[src/pkg/pss_pkg.sv]
// Shared constants and types of the power state sequencer.
// Assumes a 32-bit APB register bus and one 100 MHz clock.
package pss_pkg;

  // Register byte addresses
  localparam logic [7:0] ADDR_AWAKE_CFG = 8'h18;
  localparam logic [7:0] ADDR_SLEEP_ONE_CFG = 8'h1C;
  localparam logic [7:0] ADDR_SLEEP_TWO_CFG = 8'h20;
  localparam logic [7:0] ADDR_STATUS = 8'h24;

  // Field positions in the configuration and status words
  localparam int BIT_CORE_EN = 0;
  localparam int BIT_ANALOG_EN = 1;
  localparam int BIT_PLL_EN = 4;
  localparam int BIT_IO_EN = 5;
  localparam int BIT_CORE_PFM = 8;
  localparam int BIT_ANALOG_PFM = 9;
  localparam int BIT_TILE_GATE = 14;
  localparam int DUR_LSB = 16;
  localparam int STATE_LSB = 16;
  localparam int PREV_CORE = 24;
  localparam int PREV_ANALOG = 25;
  localparam int PREV_PLL = 28;
  localparam int PREV_IO = 29;

  // Writable bits; bit 1 is read-only one in every config word
  localparam logic [31:0] AWAKE_WMASK = 32'h0000_4331;
  localparam logic [31:0] SLEEP_WMASK = 32'h001F_4331;
  localparam logic [31:0] CFG_RO_ONES = 32'h0000_0002;

  // Reset values, read-only bit 1 included
  localparam logic [31:0] AWAKE_RST = 32'h0000_0033;
  localparam logic [31:0] SLEEP_ONE_RST = 32'h0010_0022;
  localparam logic [31:0] SLEEP_TWO_RST = 32'h0010_0002;
  // Fixed words applied while asleep, while waking and in the awake wait
  localparam logic [31:0] WAKE_ONE_CFG = 32'h0000_0020;
  localparam logic [31:0] WAKE_TWO_CFG = 32'h0000_0033;
  localparam logic [31:0] ASLEEP_CFG = 32'h0000_0000;

  localparam logic [4:0] WAKE_LOG2_DEF = 5'h10;
  localparam int SYNC_W = 4;

  // Sequencer states, one-hot
  typedef enum logic [7:0] {
    ST_RESET = 8'h01,
    ST_ASLEEP = 8'h02,
    ST_FIRST_WAKE = 8'h04,
    ST_SECOND_WAKE = 8'h08,
    ST_AWAKE_WAIT = 8'h10,
    ST_AWAKE = 8'h20,
    ST_FIRST_SLEEP = 8'h40,
    ST_SECOND_SLEEP = 8'h80
  } pss_state_e;

  // Settings driven onto the supplies while a state is active
  typedef struct packed {
    logic tile_gate;
    logic analog_pfm;
    logic core_pfm;
    logic io_en;
    logic pll_en;
    logic analog_en;
    logic core_en;
  } pss_cfg_s;

endpackage

[src/hw/pss_seq.sv]
// Power state sequencer: state machine, per-state supply settings
// and the APB register file that configures and reports it.
// Assumes an APB master on i_mclk; request and good pins are async.
//
// Chosen here: the APB register port.
`timescale 1ns/1ps
`default_nettype none
module pss_seq #(
  // Log2 of the waking minimum time; shorten in simulation
  parameter logic [4:0] WAKE_LOG2 = pss_pkg::WAKE_LOG2_DEF
) (
  input wire logic i_mclk,
  input wire logic i_rst,
  // APB slave
  input wire logic i_psel,
  input wire logic i_penable,
  input wire logic i_pwrite,
  input wire logic [7:0] i_paddr,
  input wire logic [31:0] i_pwdata,
  output logic [31:0] o_prdata,
  output logic o_pready,
  output logic o_pslverr,
  // Asynchronous pins
  input wire logic i_wake_req,
  input wire logic i_sleep_req,
  input wire logic i_core_good,
  input wire logic i_pll_good,
  // Supply controls
  output logic o_core_buck_converter_en,
  output logic o_analog_buck_converter_en,
  output logic o_pll_linear_regulator_en,
  output logic o_io_supply_output_en,
  output logic o_core_buck_converter_pfm,
  output logic o_analog_buck_converter_pfm,
  output logic o_tile_clk_gate,
  output logic [2:0] o_state_code
);

  // Whole state of the block
  typedef struct packed {
    pss_pkg::pss_state_e state;
    logic [31:0] awake_cfg;
    logic [31:0] sleep_one_cfg;
    logic [31:0] sleep_two_cfg;
    pss_pkg::pss_cfg_s applied;
    pss_pkg::pss_cfg_s prev;
    logic tmr_start;
    logic [2:0] state_code;
    logic [31:0] prdata;
    logic pready;
    logic pslverr;
  } pss_top_s;

  pss_top_s st_ff;
  pss_top_s nxt_st;

  logic [3:0] pins_sync;
  logic wake_s;
  logic sleep_s;
  logic core_good_s;
  logic pll_good_s;
  logic tmr_done;
  logic tmr_expired;
  logic [4:0] tmr_log2;
  logic supplies_good;
  logic setup;
  logic access;
  logic [31:0] rd_word;
  logic rd_hit;
  logic wr_ok;
  logic [31:0] status_word;
  logic [31:0] cur_word;

  // Unpack a stored configuration word into the applied settings
  function automatic pss_pkg::pss_cfg_s to_cfg(input logic [31:0] w);
    pss_pkg::pss_cfg_s c;
    c.tile_gate = w[pss_pkg::BIT_TILE_GATE];
    c.analog_pfm = w[pss_pkg::BIT_ANALOG_PFM];
    c.core_pfm = w[pss_pkg::BIT_CORE_PFM];
    c.io_en = w[pss_pkg::BIT_IO_EN];
    c.pll_en = w[pss_pkg::BIT_PLL_EN];
    c.analog_en = w[pss_pkg::BIT_ANALOG_EN];
    c.core_en = w[pss_pkg::BIT_CORE_EN];
    return c;
  endfunction

  // Pack applied settings back into their bit positions
  function automatic logic [31:0] from_cfg(input pss_pkg::pss_cfg_s c);
    logic [31:0] w;
    w = 32'h0000_0000;
    w[pss_pkg::BIT_TILE_GATE] = c.tile_gate;
    w[pss_pkg::BIT_ANALOG_PFM] = c.analog_pfm;
    w[pss_pkg::BIT_CORE_PFM] = c.core_pfm;
    w[pss_pkg::BIT_IO_EN] = c.io_en;
    w[pss_pkg::BIT_PLL_EN] = c.pll_en;
    w[pss_pkg::BIT_ANALOG_EN] = c.analog_en;
    w[pss_pkg::BIT_CORE_EN] = c.core_en;
    return w;
  endfunction

  // Binary code of a one-hot state for the status word
  function automatic logic [2:0] enc(input pss_pkg::pss_state_e s);
    logic [2:0] e;
    case (s)
      pss_pkg::ST_RESET: e = 3'h0;
      pss_pkg::ST_ASLEEP: e = 3'h1;
      pss_pkg::ST_FIRST_WAKE: e = 3'h2;
      pss_pkg::ST_SECOND_WAKE: e = 3'h3;
      pss_pkg::ST_AWAKE_WAIT: e = 3'h4;
      pss_pkg::ST_AWAKE: e = 3'h5;
      pss_pkg::ST_FIRST_SLEEP: e = 3'h6;
      pss_pkg::ST_SECOND_SLEEP: e = 3'h7;
      default: e = 3'h0;
    endcase
    return e;
  endfunction

  // Request and good pins come from outside the clock domain
  pss_sync u_sync (
    .i_mclk(i_mclk),
    .i_rst(i_rst),
    .i_async({i_wake_req, i_sleep_req, i_core_good, i_pll_good}),
    .o_sync(pins_sync)
  );

  assign wake_s = pins_sync[3];
  assign sleep_s = pins_sync[2];
  assign core_good_s = pins_sync[1];
  assign pll_good_s = pins_sync[0];

  // Duration source depends on which timed state is active
  always_comb begin
    case (st_ff.state)
      pss_pkg::ST_FIRST_SLEEP: begin
        tmr_log2 = st_ff.sleep_one_cfg[pss_pkg::DUR_LSB +: 5];
      end
      pss_pkg::ST_SECOND_SLEEP: begin
        tmr_log2 = st_ff.sleep_two_cfg[pss_pkg::DUR_LSB +: 5];
      end
      default: begin
        tmr_log2 = WAKE_LOG2;
      end
    endcase
  end

  // One timer serves every timed state; restarted on each entry
  pss_timer u_timer (
    .i_mclk(i_mclk),
    .i_rst(i_rst),
    .i_start(st_ff.tmr_start),
    .i_log2(tmr_log2),
    .o_done(tmr_done)
  );

  // Done still shows the last run in a state's first cycle; mask it
  assign tmr_expired = tmr_done && !st_ff.tmr_start;

  // Only supplies that the state enables need to report good
  assign supplies_good = (!st_ff.applied.core_en || core_good_s) &&
                         (!st_ff.applied.pll_en || pll_good_s);

  // Status word as software sees it
  always_comb begin
    status_word = from_cfg(st_ff.applied);
    status_word[pss_pkg::STATE_LSB +: 3] = st_ff.state_code;
    status_word[pss_pkg::PREV_IO] = st_ff.prev.io_en;
    status_word[pss_pkg::PREV_PLL] = st_ff.prev.pll_en;
    status_word[pss_pkg::PREV_ANALOG] = st_ff.prev.analog_en;
    status_word[pss_pkg::PREV_CORE] = st_ff.prev.core_en;
  end

  // APB phases; a zero-wait-state slave, the answer registered in setup
  assign setup = i_psel && !i_penable;
  assign access = i_psel && i_penable && st_ff.pready;

  // Read decode; unmapped addresses answer with an error and zero
  always_comb begin
    rd_word = 32'h0000_0000;
    rd_hit = 1'b1;
    case (i_paddr)
      pss_pkg::ADDR_AWAKE_CFG: rd_word = st_ff.awake_cfg;
      pss_pkg::ADDR_SLEEP_ONE_CFG: rd_word = st_ff.sleep_one_cfg;
      pss_pkg::ADDR_SLEEP_TWO_CFG: rd_word = st_ff.sleep_two_cfg;
      pss_pkg::ADDR_STATUS: rd_word = status_word;
      default: rd_hit = 1'b0;
    endcase
  end

  // Status is read-only; writing it is refused with an error
  assign wr_ok = rd_hit && (i_paddr != pss_pkg::ADDR_STATUS);

  // Next state of the whole block
  always_comb begin
    nxt_st = st_ff;
    nxt_st.tmr_start = 1'b0;

    // Bus answer: ready rises in setup, falls after the access
    if (setup) begin
      nxt_st.pready = 1'b1;
      nxt_st.prdata = i_pwrite ? 32'h0000_0000 : rd_word;
      nxt_st.pslverr = i_pwrite ? !wr_ok : !rd_hit;
    end else if (access) begin
      nxt_st.pready = 1'b0;
      nxt_st.pslverr = 1'b0;
      nxt_st.prdata = 32'h0000_0000;
    end

    // Writes land only at the completing edge; read-only bits stay
    if (access && i_pwrite) begin
      case (i_paddr)
        pss_pkg::ADDR_AWAKE_CFG: begin
          nxt_st.awake_cfg = (i_pwdata & pss_pkg::AWAKE_WMASK) |
                             pss_pkg::CFG_RO_ONES;
        end
        pss_pkg::ADDR_SLEEP_ONE_CFG: begin
          nxt_st.sleep_one_cfg = (i_pwdata & pss_pkg::SLEEP_WMASK) |
                                 pss_pkg::CFG_RO_ONES;
        end
        pss_pkg::ADDR_SLEEP_TWO_CFG: begin
          nxt_st.sleep_two_cfg = (i_pwdata & pss_pkg::SLEEP_WMASK) |
                                 pss_pkg::CFG_RO_ONES;
        end
        default: begin
          nxt_st.awake_cfg = st_ff.awake_cfg;
        end
      endcase
    end

    // Sequencer transitions in code order
    case (st_ff.state)
      pss_pkg::ST_RESET: begin
        nxt_st.state = pss_pkg::ST_ASLEEP;
      end
      pss_pkg::ST_ASLEEP: begin
        if (wake_s) begin
          nxt_st.state = pss_pkg::ST_FIRST_WAKE;
        end
      end
      pss_pkg::ST_FIRST_WAKE: begin
        if (tmr_expired && supplies_good) begin
          nxt_st.state = pss_pkg::ST_SECOND_WAKE;
        end
      end
      pss_pkg::ST_SECOND_WAKE: begin
        if (tmr_expired && supplies_good) begin
          nxt_st.state = pss_pkg::ST_AWAKE_WAIT;
        end
      end
      pss_pkg::ST_AWAKE_WAIT: begin
        // Waits for the supplies only, no minimum time
        if (supplies_good) begin
          nxt_st.state = pss_pkg::ST_AWAKE;
        end
      end
      pss_pkg::ST_AWAKE: begin
        if (sleep_s) begin
          nxt_st.state = pss_pkg::ST_FIRST_SLEEP;
        end
      end
      pss_pkg::ST_FIRST_SLEEP: begin
        if (tmr_expired) begin
          nxt_st.state = pss_pkg::ST_SECOND_SLEEP;
        end
      end
      pss_pkg::ST_SECOND_SLEEP: begin
        if (tmr_expired) begin
          nxt_st.state = pss_pkg::ST_ASLEEP;
        end
      end
      default: begin
        nxt_st.state = pss_pkg::ST_RESET;
      end
    endcase

    // Entry bookkeeping: restart the timer and keep the old enables
    if (nxt_st.state != st_ff.state) begin
      nxt_st.tmr_start = 1'b1;
      nxt_st.prev = st_ff.applied;
    end

    // Configuration word that belongs to the next state
    case (nxt_st.state)
      pss_pkg::ST_ASLEEP: cur_word = pss_pkg::ASLEEP_CFG;
      pss_pkg::ST_FIRST_WAKE: cur_word = pss_pkg::WAKE_ONE_CFG;
      pss_pkg::ST_SECOND_WAKE: cur_word = pss_pkg::WAKE_TWO_CFG;
      pss_pkg::ST_AWAKE_WAIT: cur_word = pss_pkg::WAKE_TWO_CFG;
      pss_pkg::ST_AWAKE: cur_word = nxt_st.awake_cfg;
      pss_pkg::ST_FIRST_SLEEP: cur_word = nxt_st.sleep_one_cfg;
      pss_pkg::ST_SECOND_SLEEP: cur_word = nxt_st.sleep_two_cfg;
      default: cur_word = 32'h0000_0000;
    endcase
    // Settings follow the live register, so edits act at once
    nxt_st.applied = to_cfg(cur_word);
    if (nxt_st.state == pss_pkg::ST_RESET) begin
      nxt_st.applied = '0;
    end
    nxt_st.state_code = enc(nxt_st.state);
  end

  // Register the whole state; reset values are constants only
  always_ff @(posedge i_mclk or posedge i_rst) begin
    if (i_rst) begin
      st_ff.state <= pss_pkg::ST_RESET;
      st_ff.awake_cfg <= pss_pkg::AWAKE_RST;
      st_ff.sleep_one_cfg <= pss_pkg::SLEEP_ONE_RST;
      st_ff.sleep_two_cfg <= pss_pkg::SLEEP_TWO_RST;
      st_ff.applied <= '0;
      st_ff.prev <= 7'h02;
      st_ff.tmr_start <= 1'b0;
      st_ff.state_code <= 3'h0;
      st_ff.prdata <= 32'h0000_0000;
      st_ff.pready <= 1'b0;
      st_ff.pslverr <= 1'b0;
    end else begin
      st_ff <= nxt_st;
    end
  end

  // Every output is a flip-flop of the state
  assign o_prdata = st_ff.prdata;
  assign o_pready = st_ff.pready;
  assign o_pslverr = st_ff.pslverr;
  assign o_core_buck_converter_en = st_ff.applied.core_en;
  assign o_analog_buck_converter_en = st_ff.applied.analog_en;
  assign o_pll_linear_regulator_en = st_ff.applied.pll_en;
  assign o_io_supply_output_en = st_ff.applied.io_en;
  assign o_core_buck_converter_pfm = st_ff.applied.core_pfm;
  assign o_analog_buck_converter_pfm = st_ff.applied.analog_pfm;
  assign o_tile_clk_gate = st_ff.applied.tile_gate;
  assign o_state_code = st_ff.state_code;

endmodule // pss_seq
`default_nettype wire

[src/hw/pss_sync.sv]
// Two-flop synchroniser for the asynchronous request and good pins.
// Assumes the inputs are slow levels; pulses that fall between two clock edges drop.
`timescale 1ns/1ps
`default_nettype none
module pss_sync (
  input wire logic i_mclk,
  input wire logic i_rst,
  input wire logic [pss_pkg::SYNC_W-1:0] i_async,
  output logic [pss_pkg::SYNC_W-1:0] o_sync
);

  typedef struct packed {
    logic [pss_pkg::SYNC_W-1:0] meta;
    logic [pss_pkg::SYNC_W-1:0] sync;
  } pss_sync_s;

  pss_sync_s st_ff;
  pss_sync_s nxt_st;

  // First stage feeds only the second stage
  always_comb begin
    nxt_st.meta = i_async;
    nxt_st.sync = st_ff.meta;
  end

  always_ff @(posedge i_mclk or posedge i_rst) begin
    if (i_rst) begin
      st_ff <= '0;
    end else begin
      st_ff <= nxt_st;
    end
  end

  assign o_sync = st_ff.sync;

endmodule // pss_sync
`default_nettype wire

[src/hw/pss_timer.sv]
// Duration timer: restarted by a pulse, done after 2**log2 cycles.
// Assumes log2 is held stable while the timer runs.
`timescale 1ns/1ps
`default_nettype none
module pss_timer (
  input wire logic i_mclk,
  input wire logic i_rst,
  input wire logic i_start,
  input wire logic [4:0] i_log2,
  output logic o_done
);

  typedef struct packed {
    logic [31:0] cnt;
    logic done;
  } pss_tmr_s;

  pss_tmr_s st_ff;
  pss_tmr_s nxt_st;
  logic [31:0] limit;

  // Counter cleared on entry, compared with 2**n minus one
  always_comb begin
    limit = (32'h0000_0001 << i_log2) - 32'h0000_0001;
    nxt_st = st_ff;
    if (i_start) begin
      nxt_st.cnt = 32'h0000_0000;
      nxt_st.done = 1'b0;
    end else if (!st_ff.done) begin
      // At or past the limit, so a shortened duration cannot overrun
      if (st_ff.cnt >= limit) begin
        nxt_st.done = 1'b1;
      end else begin
        nxt_st.cnt = st_ff.cnt + 32'h0000_0001;
      end
    end
  end

  always_ff @(posedge i_mclk or posedge i_rst) begin
    if (i_rst) begin
      st_ff <= '0;
    end else begin
      st_ff <= nxt_st;
    end
  end

  assign o_done = st_ff.done;

endmodule // pss_timer
`default_nettype wire

[config.mk]
export PLATFORM = sky130hd
export DESIGN_NAME = pss_seq
export DESIGN_NICKNAME = d
export VERILOG_FILES = /design/src/pkg/pss_pkg.sv /design/src/hw/pss_seq.sv /design/src/hw/pss_sync.sv /design/src/hw/pss_timer.sv
export SDC_FILE = /design/constraint.sdc
export NUM_CORES = 1
export LEC_CHECK = 0
export ABC_CLOCK_PERIOD_IN_PS = 4900
export BUFFER_PORTS_ARGS = -buffer_cell sky130_fd_sc_hd__clkbuf_2
export CAP_MARGIN = 0
export CORE_MARGIN = 2
export CORE_UTILIZATION = 35
export CTS_BUF_LIST = sky130_fd_sc_hd__clkbuf_16
export CTS_CLUSTER_SIZE = 10
export DETAILED_ROUTE_END_ITERATION = 8
export MAX_ROUTING_LAYER = met4
export PLACE_DENSITY_LB_ADDON = 0.25
export SLEW_MARGIN = 20
export SYNTH_ARGS = -nofsm -noshare
export SYNTH_HDL_FRONTEND = slang
export SYNTH_HIERARCHICAL = 1
export SYNTH_SLANG_ARGS = --single-unit
[constraint.sdc]
create_clock -name i_mclk -period 4.9 [get_ports i_mclk]
set_clock_uncertainty 0.15 [all_clocks]
set_input_delay 0.49 -clock i_mclk [delete_from_list [all_inputs] [get_ports i_mclk]]
set_output_delay 0.49 -clock i_mclk [all_outputs]
set_load 0.03 [all_outputs]
Word level (Yosys, flattened, before mapping)
Cells that the tools add are included.
- flip-flop bits (word level): 194
- bits of input ports: 49
- output and inout bits: 44
- word-level logic and storage cells: 99
- $add $sub $neg: 2
- order comparisons: 1
- eq/ne operators: 24
- shift-type cells: 1
- mux-type cells: 27
- reductions and logical operators: 20
- operators by type and width (kind ; number):
    32-bit two-way mux ; 5
    32-bit case mux with 4 select lines ; 1
    96-bit two-way mux ; 1
    15-bit case mux with 5 select lines ; 1
    34-bit two-way mux ; 2
    33-bit two-way mux ; 2
    8-bit case mux with 8 select lines ; 1
    8-bit two-way mux ; 7
    32-bit by 1-bit adder with 32-bit output (second input constant) ; 1
    8-bit by 5-bit == test with 1-bit output (second input constant) ; 4
    8-bit by 6-bit == test with 1-bit output (second input constant) ; 4
    32-bit greater-or-equal comparator ; 1
    1-bit by 5-bit << shifter with 32-bit output (first input constant) ; 1
    32-bit by 1-bit subtractor with 32-bit output (second input constant) ; 1
    3-bit case mux with 7 select lines ; 1
    8-bit by 1-bit == test with 1-bit output (second input constant) ; 2
    8-bit by 2-bit == test with 1-bit output (second input constant) ; 2
    8-bit by 3-bit == test with 1-bit output (second input constant) ; 2
    8-bit by 4-bit == test with 1-bit output (second input constant) ; 2
    8-bit by 7-bit == test with 1-bit output (second input constant) ; 2
    8-bit == test (second input constant) ; 2
    5-bit case mux with 2 select lines ; 1
    1-bit logical AND ; 8
    8-bit by 6-bit inequality test with 1-bit output (second input constant) ; 1
    10 further kinds ; 20

Depth between registers and ports, before layout
Gate-level depths: netlist of run 1.
- word-level depth: 10
- gate-level depth with buffers: 25
- gate-level depth less buffers: 19

Hierarchy
Netlist of run 1, hierarchy kept.
- modules (own cells, without submodules) (module ; instances ; cells each ; area an instance (um^2) ; seq. area each (um^2)):
    pss_seq ; 1 ; 415 ; 4747.1 ; 2616.3
    pss_timer ; 1 ; 397 ; 3228.1 ; 825.8
    pss_sync ; 1 ; 9 ; 203.9 ; 200.2

Worst setup path before layout of run 1
OpenSTA, ideal clock, no wires.
- kind: register -> register
- from: register st_ff[149] (netlist name)
- to: register u_timer/st_ff[24] (netlist name)
- setup time: 128 ps
- data arrival time: 5000 ps
- required time: 4622 ps
- path slack: -377 ps
- cell stages (with the launch flop): 21
- buffers on the path: 4
- clock period less this slack: 5277 ps
- cells stage by stage: dfrtp_1 > nor4_1 > nand2_1 > nor2_1 > clkbuf_1 > inv_1 > nand2_1 > or4_1 > ha_1 > clkbuf_1 > clkbuf_1 > nand2_1 > o32a_1 > ha_1 > nand4_1 > nor4_1 > a2111oi_2 > nand2_2 > buf_2 > nor4b_1 > mux2_1
- word-level cells in the longest chain between the ends: 7
- elaborated cells on any way between the ends: 8
- classes of those cells: add/sub: 1; order compare: 1; eq/ne: 3; shift: 1; mux: 1; reduce/logical: 1
- ends and longest elaborated chain (element ; line ; source):
    from (decl) ; pss_seq.sv:54 ; pss_top_s st_ff;
    from (signal assigned) ; pss_seq.sv:315 ; st_ff <= nxt_st;
    8-bit == test / 8-bit by 7-bit == test with 1-bit output (equally long branches) ; pss_seq.sv:133 ; case (st_ff.state)
    5-bit case mux with 2 select lines (*) ; pss_seq.sv:133 ;
    net tmr_log2[3] ; pss_seq.sv:64 ; logic [4:0] tmr_log2;
    1-bit by 5-bit << shifter with 32-bit output (*) ; pss_timer.sv:24 ; limit = (32'h0000_0001 << i_log2) - 32'h0000_0001;
    32-bit by 1-bit subtractor with 32-bit output (*) ; pss_timer.sv:24 ;
    32-bit greater-or-equal comparator (*) ; pss_timer.sv:31 ; if (st_ff.cnt >= limit) begin
    2-bit inequality test (no line) (*) ; n/a ;
    2-bit AND reduction (no line) (*) ; n/a ;
    to (signal assigned) ; pss_timer.sv:43 ; st_ff <= nxt_st;
    to (decl) ; pss_timer.sv:18 ; pss_tmr_s st_ff;
The timed path passes the listed nets; every way through them passes the cells marked *.
A chain may end at the register's enable or synchronous reset.

Final worst setup path of run 1
- from: register st_ff[155] (netlist name)
- to: register u_timer/st_ff[1] (netlist name)
Same word-level chain as after synthesis.

==> metrics.txt, run 1 <==
most frequent cells in the layout dfrtp_1 (134), clkbuf_2 (63), nand2_1 (61); TritonCTS clock tree done; critical path arrival 4960 ps; worst r2r src st_ff[155]; period utilization 0.980; Post-Syn Area 8180 um2; r2r endpoint u_timer/st_ff[1]; hold path depth 1; fillers 2208; CP Cell Sequence nor2b_4 > buf_6 > a22oi_2 > nor2_1 > inv_1 > nand2_2 > or4_4 > ha_4 > or2_4 > nor2_4 > a22oi_2 > nor2_1 > a21oi_2 > ha_1 > and4_1 > and3_4 > or4b_4 > a31oi_4 > buf_4 > nor2_2 > mux2_1; Post-synth EDFFs 0; DR vias 6619; fin crit period 4800 ps; CTS max path bufs 2; WL final 21000 um; clock tree sinks 145; final setup margin 97.7 ps; critical path class flop to flop; Total Routing Usage GR 0.179; post-placement setup slack -33.6 ps; Design Area, Final 9840 um2; Seq/Total Area, Yosys 0.445; layout cells sized above 1 0.291; vias in the first global route 6315; Reg clk slew, reported paths 70 ps; Die X 157 um; crit path from st_ff[155]; initial drt markers 554; top post-synthesis cells by area dfrtp_1 (41%), ha_1 (5.2%), mux2_2 (4.8%), nor2b_1 (3.7%), dfstp_2 (3.5%); initial antenna violation count 0; Remaining Overflow, GRT 0; CP Buf/Inv Count 3; mean cell area of the mapped netlist 9.96 um2; Critical Path Max Stage Delay 510 ps; TritonCTS Buffers 17; #FFs+latches synth 145; H-tree Lvls 4; Area Overhead vs Synth 20.3%; Crit Path Max Fanout 14; VDD IR-drop max 173 uV; max_slew headroom 0.307; Top FF cell, synth dfrtp_1; first-pass GRT wire length 33300 um; DRC violations left 0; multi-input logic area 4250 um2; Clk Latency, worst-skew pair 430 ps; crit start category flop; largest net degree at the start of global routing 73; Core Footprint 22800 um2; CP top delay family simple AND/OR/NAND/NOR gates; critical-path cell with the highest stage delay or4_4; Routability Congestion 0.820; via density per instance 5.46; Routed Antenna Nets 0; Die H 157 um; Leak 4.52 nW; WHS 15.5 ps; Ant. Diodes 0; Wirelength per Cell 17.3 um; Area after DPL 8810 um2; Hold Path End u_sync/nxt_st[2]; final setup fails 0; RSZ-0062 raised after global routing yes; worst reg-to-reg path cell count 21; Die ar. 24600 um2; Distinct cells, synth 70; Starting Density 0.359; R2R Setup Slk 100 ps; Synth area leader dfrtp_1; Pre-Repair DR Iteration Count 6; area share of the largest cell type after synthesis 0.410; Slew Limit Fails 0; IO Port Bufs 63; hpwl dp 13800 um; max-cap violation count 0; synth warn 6; Mapped Cells 821; root buffer cell clkbuf_16; Worst EP required 5060 ps; crit end category flop; nets 969; register area 3640 um2; commonest non-fill, non-tap cell in the layout dfrtp_1; Min-Delay Path Class primary input to flop; ys async rst share 1.00; actual slew at the worst max-slew pin 1040 ps; Site Rows 55; hold wc startpoint i_sleep_req; fmax 208 MHz; status finished, final reports clean; Hold Vio Cnt, Final 0; pwr dens 297 nW/um2; # IOs 93
==> how the worst max path moves through the flow <==
stage,slack [ps],end,cells after the start
floorplan,10,u_timer/st_ff[24],20
global placement,-10,u_timer/st_ff[27],17
detailed placement,-30,u_timer/st_ff[24],17
CTS,30,u_timer/st_ff[7],19
global route,-90,u_timer/st_ff[15],22
finish,100,u_timer/st_ff[1],21
==> synthesized netlist by cell type, types with 3 or more instances <==
cell      number
o21ai_0       36
a22oi_1       30
a31oi_1        3
dfrtp_1      134
mux2_2        35
nor3_1         9
inv_1         16
a21oi_1       47
o211ai_1       3
buf_4         36
nor2_1        49
nand4_1       15
a21o_1         8
nand3b_1       4
o311ai_0       5
nor2b_1       49
clkbuf_1      32
or3_1          4
nand3_1       22
or2_2         12
a222oi_1      11
buf_2          8
mux2_1         9
nor4_1        13
dfstp_2       11
o31ai_1       16
or4_1         15
and2_1         4
o41ai_1        5
a22o_1         5
nand2_1       63
and4_1         8
buf_6          5
and3_1        10
nand2b_1       6
ha_1          34
or4b_2         3
==> power by group <==
| part | internal, W | switching, W | leakage, nW | total [W] |
|---|---|---|---|---|
| combinational | 0.000127 | 0.000215 | 2.27 | 0.000342 |
| sequential | 0.00123 | 0.0000280 | 1.95 | 0.00126 |
| clock | 0.000693 | 0.000625 | 0.296 | 0.00132 |
==> logic make-up (layout without fill, tap and decap cells) <==
group                    count (synthesis)  after routing  synth area share
AND/OR/NAND/NOR                        303            303             0.210
AO/OA/AOI/OAI                          191            191             0.160
flip-flops                             145            145             0.445
buffers and inverters                   99            170            0.0678
multiplexers                            46             46            0.0630
adder cells (fa/ha/maj)                 34             34            0.0520
other                                    2              9          0.000918
XOR/XNOR                                 1              1           0.00107
==> cell type report <==
class                           instances  share of cell area
Clock buffer                           17              0.0432
Clock inverter                         15              0.0184
Inverter                               16             0.00636
Multi-Input combinational cell        584               0.432
Sequential cell                       145               0.370
Tap cell                              313              0.0398
Timing Repair Buffer                  122              0.0901
==> layer usage <==
metal / global-route usage / vias to the layer above / wire length (um)
met2: 0.280 / 201 / 10100
met1: 0.235 / 3253 / 9480
met3: 0.0330 / 28 / 1110
met4: 0.0581 / 0 / 329
li1: - / 3137 / -
met5: - / - / 0
==> metrics by stage <==
step,instances,setup TNS (ps),utilization,power (W)
3_5_place_dp,1164,-72.5,0.387,0.00161
2_1_floorplan,828,0,-,0.00150
4_1_cts,1202,0,0.418,0.00295
6_report,1212,0,0.432,0.00292
5_1_grt,1212,-1280,0.432,0.00305
3_3_place_gp,1164,-21.8,0.386,0.00161
==> timing repair <==
| item | 4_1_cts | 5_1_grt |
|---|---|---|
| gates cloned | 1 | 3 |
| buffers inserted | 1 | 8 |
| gates resized for setup | 4 | 43 |
| endpoints found under the setup margin | 9 | 33 |
| pin swaps | 3 | 20 |
| hold buffers | 4 | 0 |
| hold endpoints to repair | 11 | 0 |
Power figures use the tool's default switching activity.
==> inputs of run 2 (changes only) <==
- CORE_MARGIN: 2 -> default
==> run 2 against run 1 <==
Compared with the run above: non-clock buffer count is 12 higher; cell area grew 0.80%; worst setup slack got worse by 27 ps; highest routed layer unchanged; cell count is 0.99% higher; core utilization increased by 0.35 points; global-route usage up 0.54 points; largest power group unchanged; sequential share of layout area down 0.29 points; critical path type unchanged; count of clock-buffer cells in the layout unchanged; via count fell by 0.50%; register-to-register slack worse by 30 ps; sequential power about the same; first-iteration DRC count decreased by 16%.
==> metrics.txt, run 2 (synthesis results as in run 1) <==
# IOs 93; final setup margin 70.3 ps; Remaining Overflow, GRT 0; period utilization 0.986; VDD IR-drop max 218 uV; final cell count without fillers 1224; Die H 155 um; status finished, final reports clean; CP Buf/Inv Count 4; CTS max path bufs 2; Reg clk slew, reported paths 70 ps; fin crit period 4830 ps; most frequent cells in the layout dfrtp_1 (134), clkbuf_2 (63), nand2_1 (61); TritonCTS clock tree done; Slew Limit Fails 0; via density per instance 5.38; max_slew headroom 0.301; Die ar. 24000 um2; root buffer cell clkbuf_16; vias in the first global route 6344; Routability Congestion 0.873; TritonCTS Buffers 17; Area Overhead vs Synth 21.2%; crit end category flop; pwr dens 293 nW/um2; critical path class flop to flop; fmax 207 MHz; Hold Vio Cnt, Final 0; CP top delay family simple AND/OR/NAND/NOR gates; Area after DPL 8900 um2; Leak 4.57 nW; crit start category flop; Min-Delay Path Class primary input to flop; Routed Antenna Nets 0; CP Cell Sequence nor2b_4 > buf_6 > a22oi_2 > nor2_2 > inv_2 > nand2_2 > or4_4 > ha_4 > or2_4 > nor2_4 > a22oi_2 > nor2_1 > a21oi_2 > ha_1 > and4_1 > and3_4 > or4b_4 > a31oi_4 > buf_8 > buf_6 > nor3_4 > mux2_4; commonest non-fill, non-tap cell in the layout dfrtp_1; H-tree Lvls 4; DR vias 6586; RSZ-0062 raised after global routing yes; post-placement setup slack -188 ps; Pre-Repair DR Iteration Count 5; Core Footprint 22800 um2; first-pass GRT wire length 33500 um; max-cap violation count 0; initial drt markers 466; Wirelength per Cell 16.7 um; Critical Path Max Stage Delay 510 ps; Total Routing Usage GR 0.184; clock tree sinks 145; nets 981; critical path arrival 5000 ps; IO Port Bufs 63; Worst EP required 5070 ps; R2R Setup Slk 70 ps; Starting Density 0.359; Clk Latency, worst-skew pair 430 ps; final setup fails 0; Ant. Diodes 0; dpl cells 1181; Design Area, Final 9920 um2; largest net degree at the start of global routing 69; Site Rows 55; DRC violations left 0; layout cells sized above 1 0.310; WL final 20400 um; hpwl dp 14100 um; initial antenna violation count 0; critical-path cell with the highest stage delay or4_4; Crit Path Max Fanout 6; Die X 155 um; actual slew at the worst max-slew pin 1050 ps
==> run 2: cell count changes in the layout (fill, tap and decap cells not counted), sizes merged <==
cell,change
dlygate4sd3,-1
bufbuf,-1
clkbuf,-2
buf,+16
==> run 2: final timing paths <==
check	startpoint	to	cells after the start
hold / removal	i_sleep_req	u_sync/nxt_st[2]	1
hold reg to reg	u_sync/nxt_st[0]	u_sync/o_sync[0]	0
setup reg to reg	st_ff[155]	u_timer/st_ff[15]	22
setup / recovery	st_ff[155]	u_timer/st_ff[15]	22
min in group asynchronous	i_rst	u_timer/st_ff[22]	3
max in group asynchronous	i_rst	st_ff[53]	4
==> run 2: report_power, final <==
group	total (W)	internal [W]	leakage (nW)	switching [W]
combinational	0.000348	0.000132	2.32	0.000216
sequential	0.00126	0.00123	1.95	0.0000286
clock	0.00130	0.000691	0.295	0.000609
==> run 2: worst reg2reg max path: cells and delay by family, from the launching register on <==
kind | cells | cell delay (ps)
adders and majority gates | 2 | 480
and+or+nand+nor | 11 | 2190
muxes | 1 | 300
AOI/OAI and AO/OA | 4 | 680
buffers and inverters | 4 | 490
DFF | 1 | 430
==> run 2: layout make-up <==
cell class              instances  area [um2]
flip-flops and latches        145        3640
inverters                      16        62.6
repair buffers                134         923
clock buffers                  17         425
clock inverters                15         179
multi-input cells             584        4290
well taps                     313         392
fillers                      2152       12900
==> run 2: timing repair <==
action	in CTS	in global routing
pin swaps	2	29
gates cloned	0	1
endpoints found under the hold margin	13	0
hold buffers	3	0
buffers inserted	1	6
gates resized for setup	10	62
endpoints found under the setup margin	31	33
==> run 2: stage by stage <==
step                      setup TNS [ps]  hold slack (ps)  utilization  power (W)
final                                  0             19.5        0.435    0.00291
after CTS                              0             2.53        0.420    0.00294
after global placement             -2720              185        0.391    0.00161
after global routing               -1080             10.9        0.435    0.00304
after floorplan                        0              156            -    0.00150
after detailed placement           -3080              188        0.391    0.00161
==> run 2: per-layer routing <==
layer	global-route usage	up-vias	share of wire	wire (um)
met3	0.0376	27	0.043	870
met2	0.287	164	0.48	9840
met5	-	-	0	0
met1	0.237	3226	0.46	9320
li1	-	3169	-	-
met4	0.0679	0	0.019	389
==> inputs of run 3 (changes only) <==
- MAX_ROUTING_LAYER: met4 -> default
==> run 3 against run 2 <==
Compared with the run above: combinational power is essentially flat; fmax decreased by 0.15%; count of clock-buffer cells in the layout unchanged; sequential cell count is the same; global-route usage is 0.54 points lower; cell area unchanged; worst hold slack gained 0.72 ps; power about the same; register-to-register slack hardly changed; routed wire length about the same; first-iteration DRC count is 11% lower; critical path depth is the same.
==> metrics.txt, run 3 (synthesis results as in run 1) <==
sequential share of power 0.434; most frequent cells in the layout dfrtp_1 (134), clkbuf_2 (63), nand2_1 (61); WHS 20.3 ps; fmax 207 MHz; post-placement setup slack -188 ps; global routing usage on met2 0.288; worst r2r src st_ff[155]; Design Area, Final 9920 um2; Core Footprint 22800 um2; Clk Latency, worst-skew pair 440 ps; Site Rows 55; Worst EP required 5070 ps; pwr dens 293 nW/um2; Hold Path End u_sync/nxt_st[2]; Hold Vio Cnt, Final 0; actual slew at the worst max-slew pin 1010 ps; Crit Path Max Fanout 6; CTS max path bufs 2; fillers 2152; DR vias 6567; final setup fails 0; # IOs 93; Min-Delay Path Class primary input to flop; Switch Pwr 0.000854 W; vias in the first global route 6343; critical path arrival 5000 ps; root buffer cell clkbuf_16; period utilization 0.987; Reg clk slew, reported paths 70 ps; critical path class flop to flop; hold path depth 1; initial drt markers 415; Ant. Diodes 0; via density per instance 5.37; Area Overhead vs Synth 21.2%; max_slew headroom 0.326; clock tree sinks 145; crit path from st_ff[155]; combinational share of power 0.119; final setup margin 62.9 ps; Sw Ratio 0.293; crit end category flop; largest net degree at the start of global routing 69; r2r endpoint u_timer/st_ff[15]; crit start category flop; DRC violations left 0; Clk pwr share 0.447; status finished, final reports clean; setup TNS 0 ps; TritonCTS clock tree done; commonest non-fill, non-tap cell in the layout dfrtp_1; Wirelength per Cell 16.7 um; Routability Congestion 0.859; worst reg-to-reg path cell count 22; first-pass GRT wire length 33500 um; Total Routing Usage GR 0.179; Slew Limit Fails 0; hpwl dp 14100 um; busiest layer in global routing met2; Leak 4.57 nW; Area after DPL 8900 um2; max-cap violation count 0; RSZ-0062 raised after global routing yes; fin crit period 4840 ps; nets 981; initial antenna violation count 0; Remaining Overflow, GRT 0; grt met3 use 0.0373; Internal 0.00206 W; VDD IR-drop max 218 uV; Die ar. 24000 um2; Die X 155 um; Starting Density 0.359; IO Port Bufs 63; Pre-Repair DR Iteration Count 5; TritonCTS Buffers 17; met1 Use GR 0.236; R2R Setup Slk 60 ps; WL final 20400 um; hold wc startpoint i_sleep_req; Routed Antenna Nets 0; Die H 155 um; H-tree Lvls 4; layout cells sized above 1 0.310
-- run 3: cell counts in the layout (fill, tap and decap cells not counted) --
No cell type changed its count.
-- run 3: cell type report --
type                       count  area, um2  area share
multi-input combinational    584       4290       0.433
sequential                   145       3640       0.367
timing repair buffer         134        923      0.0931
clock buffer                  17        425      0.0429
tap                          313        392      0.0395
clock inverter                15        179      0.0180
inverter                      16       62.6     0.00631
-- run 3: worst max-delay path: stages (launching register included) --
cell     delay, ps
dfrtp_1        430
nor2b_4        160
buf_6          130
a22oi_2        150
nor2_2          70
inv_2           60
nand2_2         60
or4_4          510
ha_4           190
or2_4          270
nor2_4         120
a22oi_2         50
nor2_1         140
a21oi_2         60
ha_1           290
and4_1         170
and3_4         180
or4b_4         480
a31oi_4        420
buf_8          190
buf_6          110
nor3_4          30
mux2_4         300
-- run 3: power groups by stage --
stage	Clock, W	Combinational (W)	Sequential [W]
finish	0.00130	0.000346	0.00126
global placement	0	0.000324	0.00129
floorplan	0	0.000216	0.00129
global route	0.00138	0.000388	0.00127
CTS	0.00134	0.000345	0.00126
detailed placement	0	0.000329	0.00129
-- run 3: metrics by stage --
| step | cells | total power [W] | utilization |
|---|---|---|---|
| 3_5_place_dp | 1181 | 0.00161 | 0.391 |
| 5_1_grt | 1224 | 0.00304 | 0.435 |
| 3_3_place_gp | 1181 | 0.00161 | 0.391 |
| 6_report | 1224 | 0.00291 | 0.435 |
| 2_1_floorplan | 828 | 0.00150 | - |
| 4_1_cts | 1217 | 0.00294 | 0.420 |
-- run 3: worst max path at each step --
stage,end,cells past startpoint
after floorplan,u_timer/st_ff[24],20
after global placement,u_timer/st_ff[20],20
after global routing,u_timer/st_ff[20],22
after CTS,u_timer/st_ff[21],20
final,u_timer/st_ff[15],22
after detailed placement,u_timer/st_ff[20],20
-- run 3: repair_timing --
item / 4_1_cts / 5_1_grt
buffers inserted: 1 / 6
pin swaps: 2 / 29
cloned: 0 / 1
endpoints found under the hold margin: 13 / 0
hold buffers: 3 / 0
resized for setup: 10 / 62
endpoints found under the setup margin: 31 / 33
-- run 3: per-layer routing --
| metal | part of all wire | vias up |
|---|---|---|
| met4 | 0.019 | 0 |
| met1 | 0.46 | 3222 |
| met5 | 0 | - |
| met3 | 0.042 | 27 |
| li1 | - | 3167 |
| met2 | 0.48 | 151 |
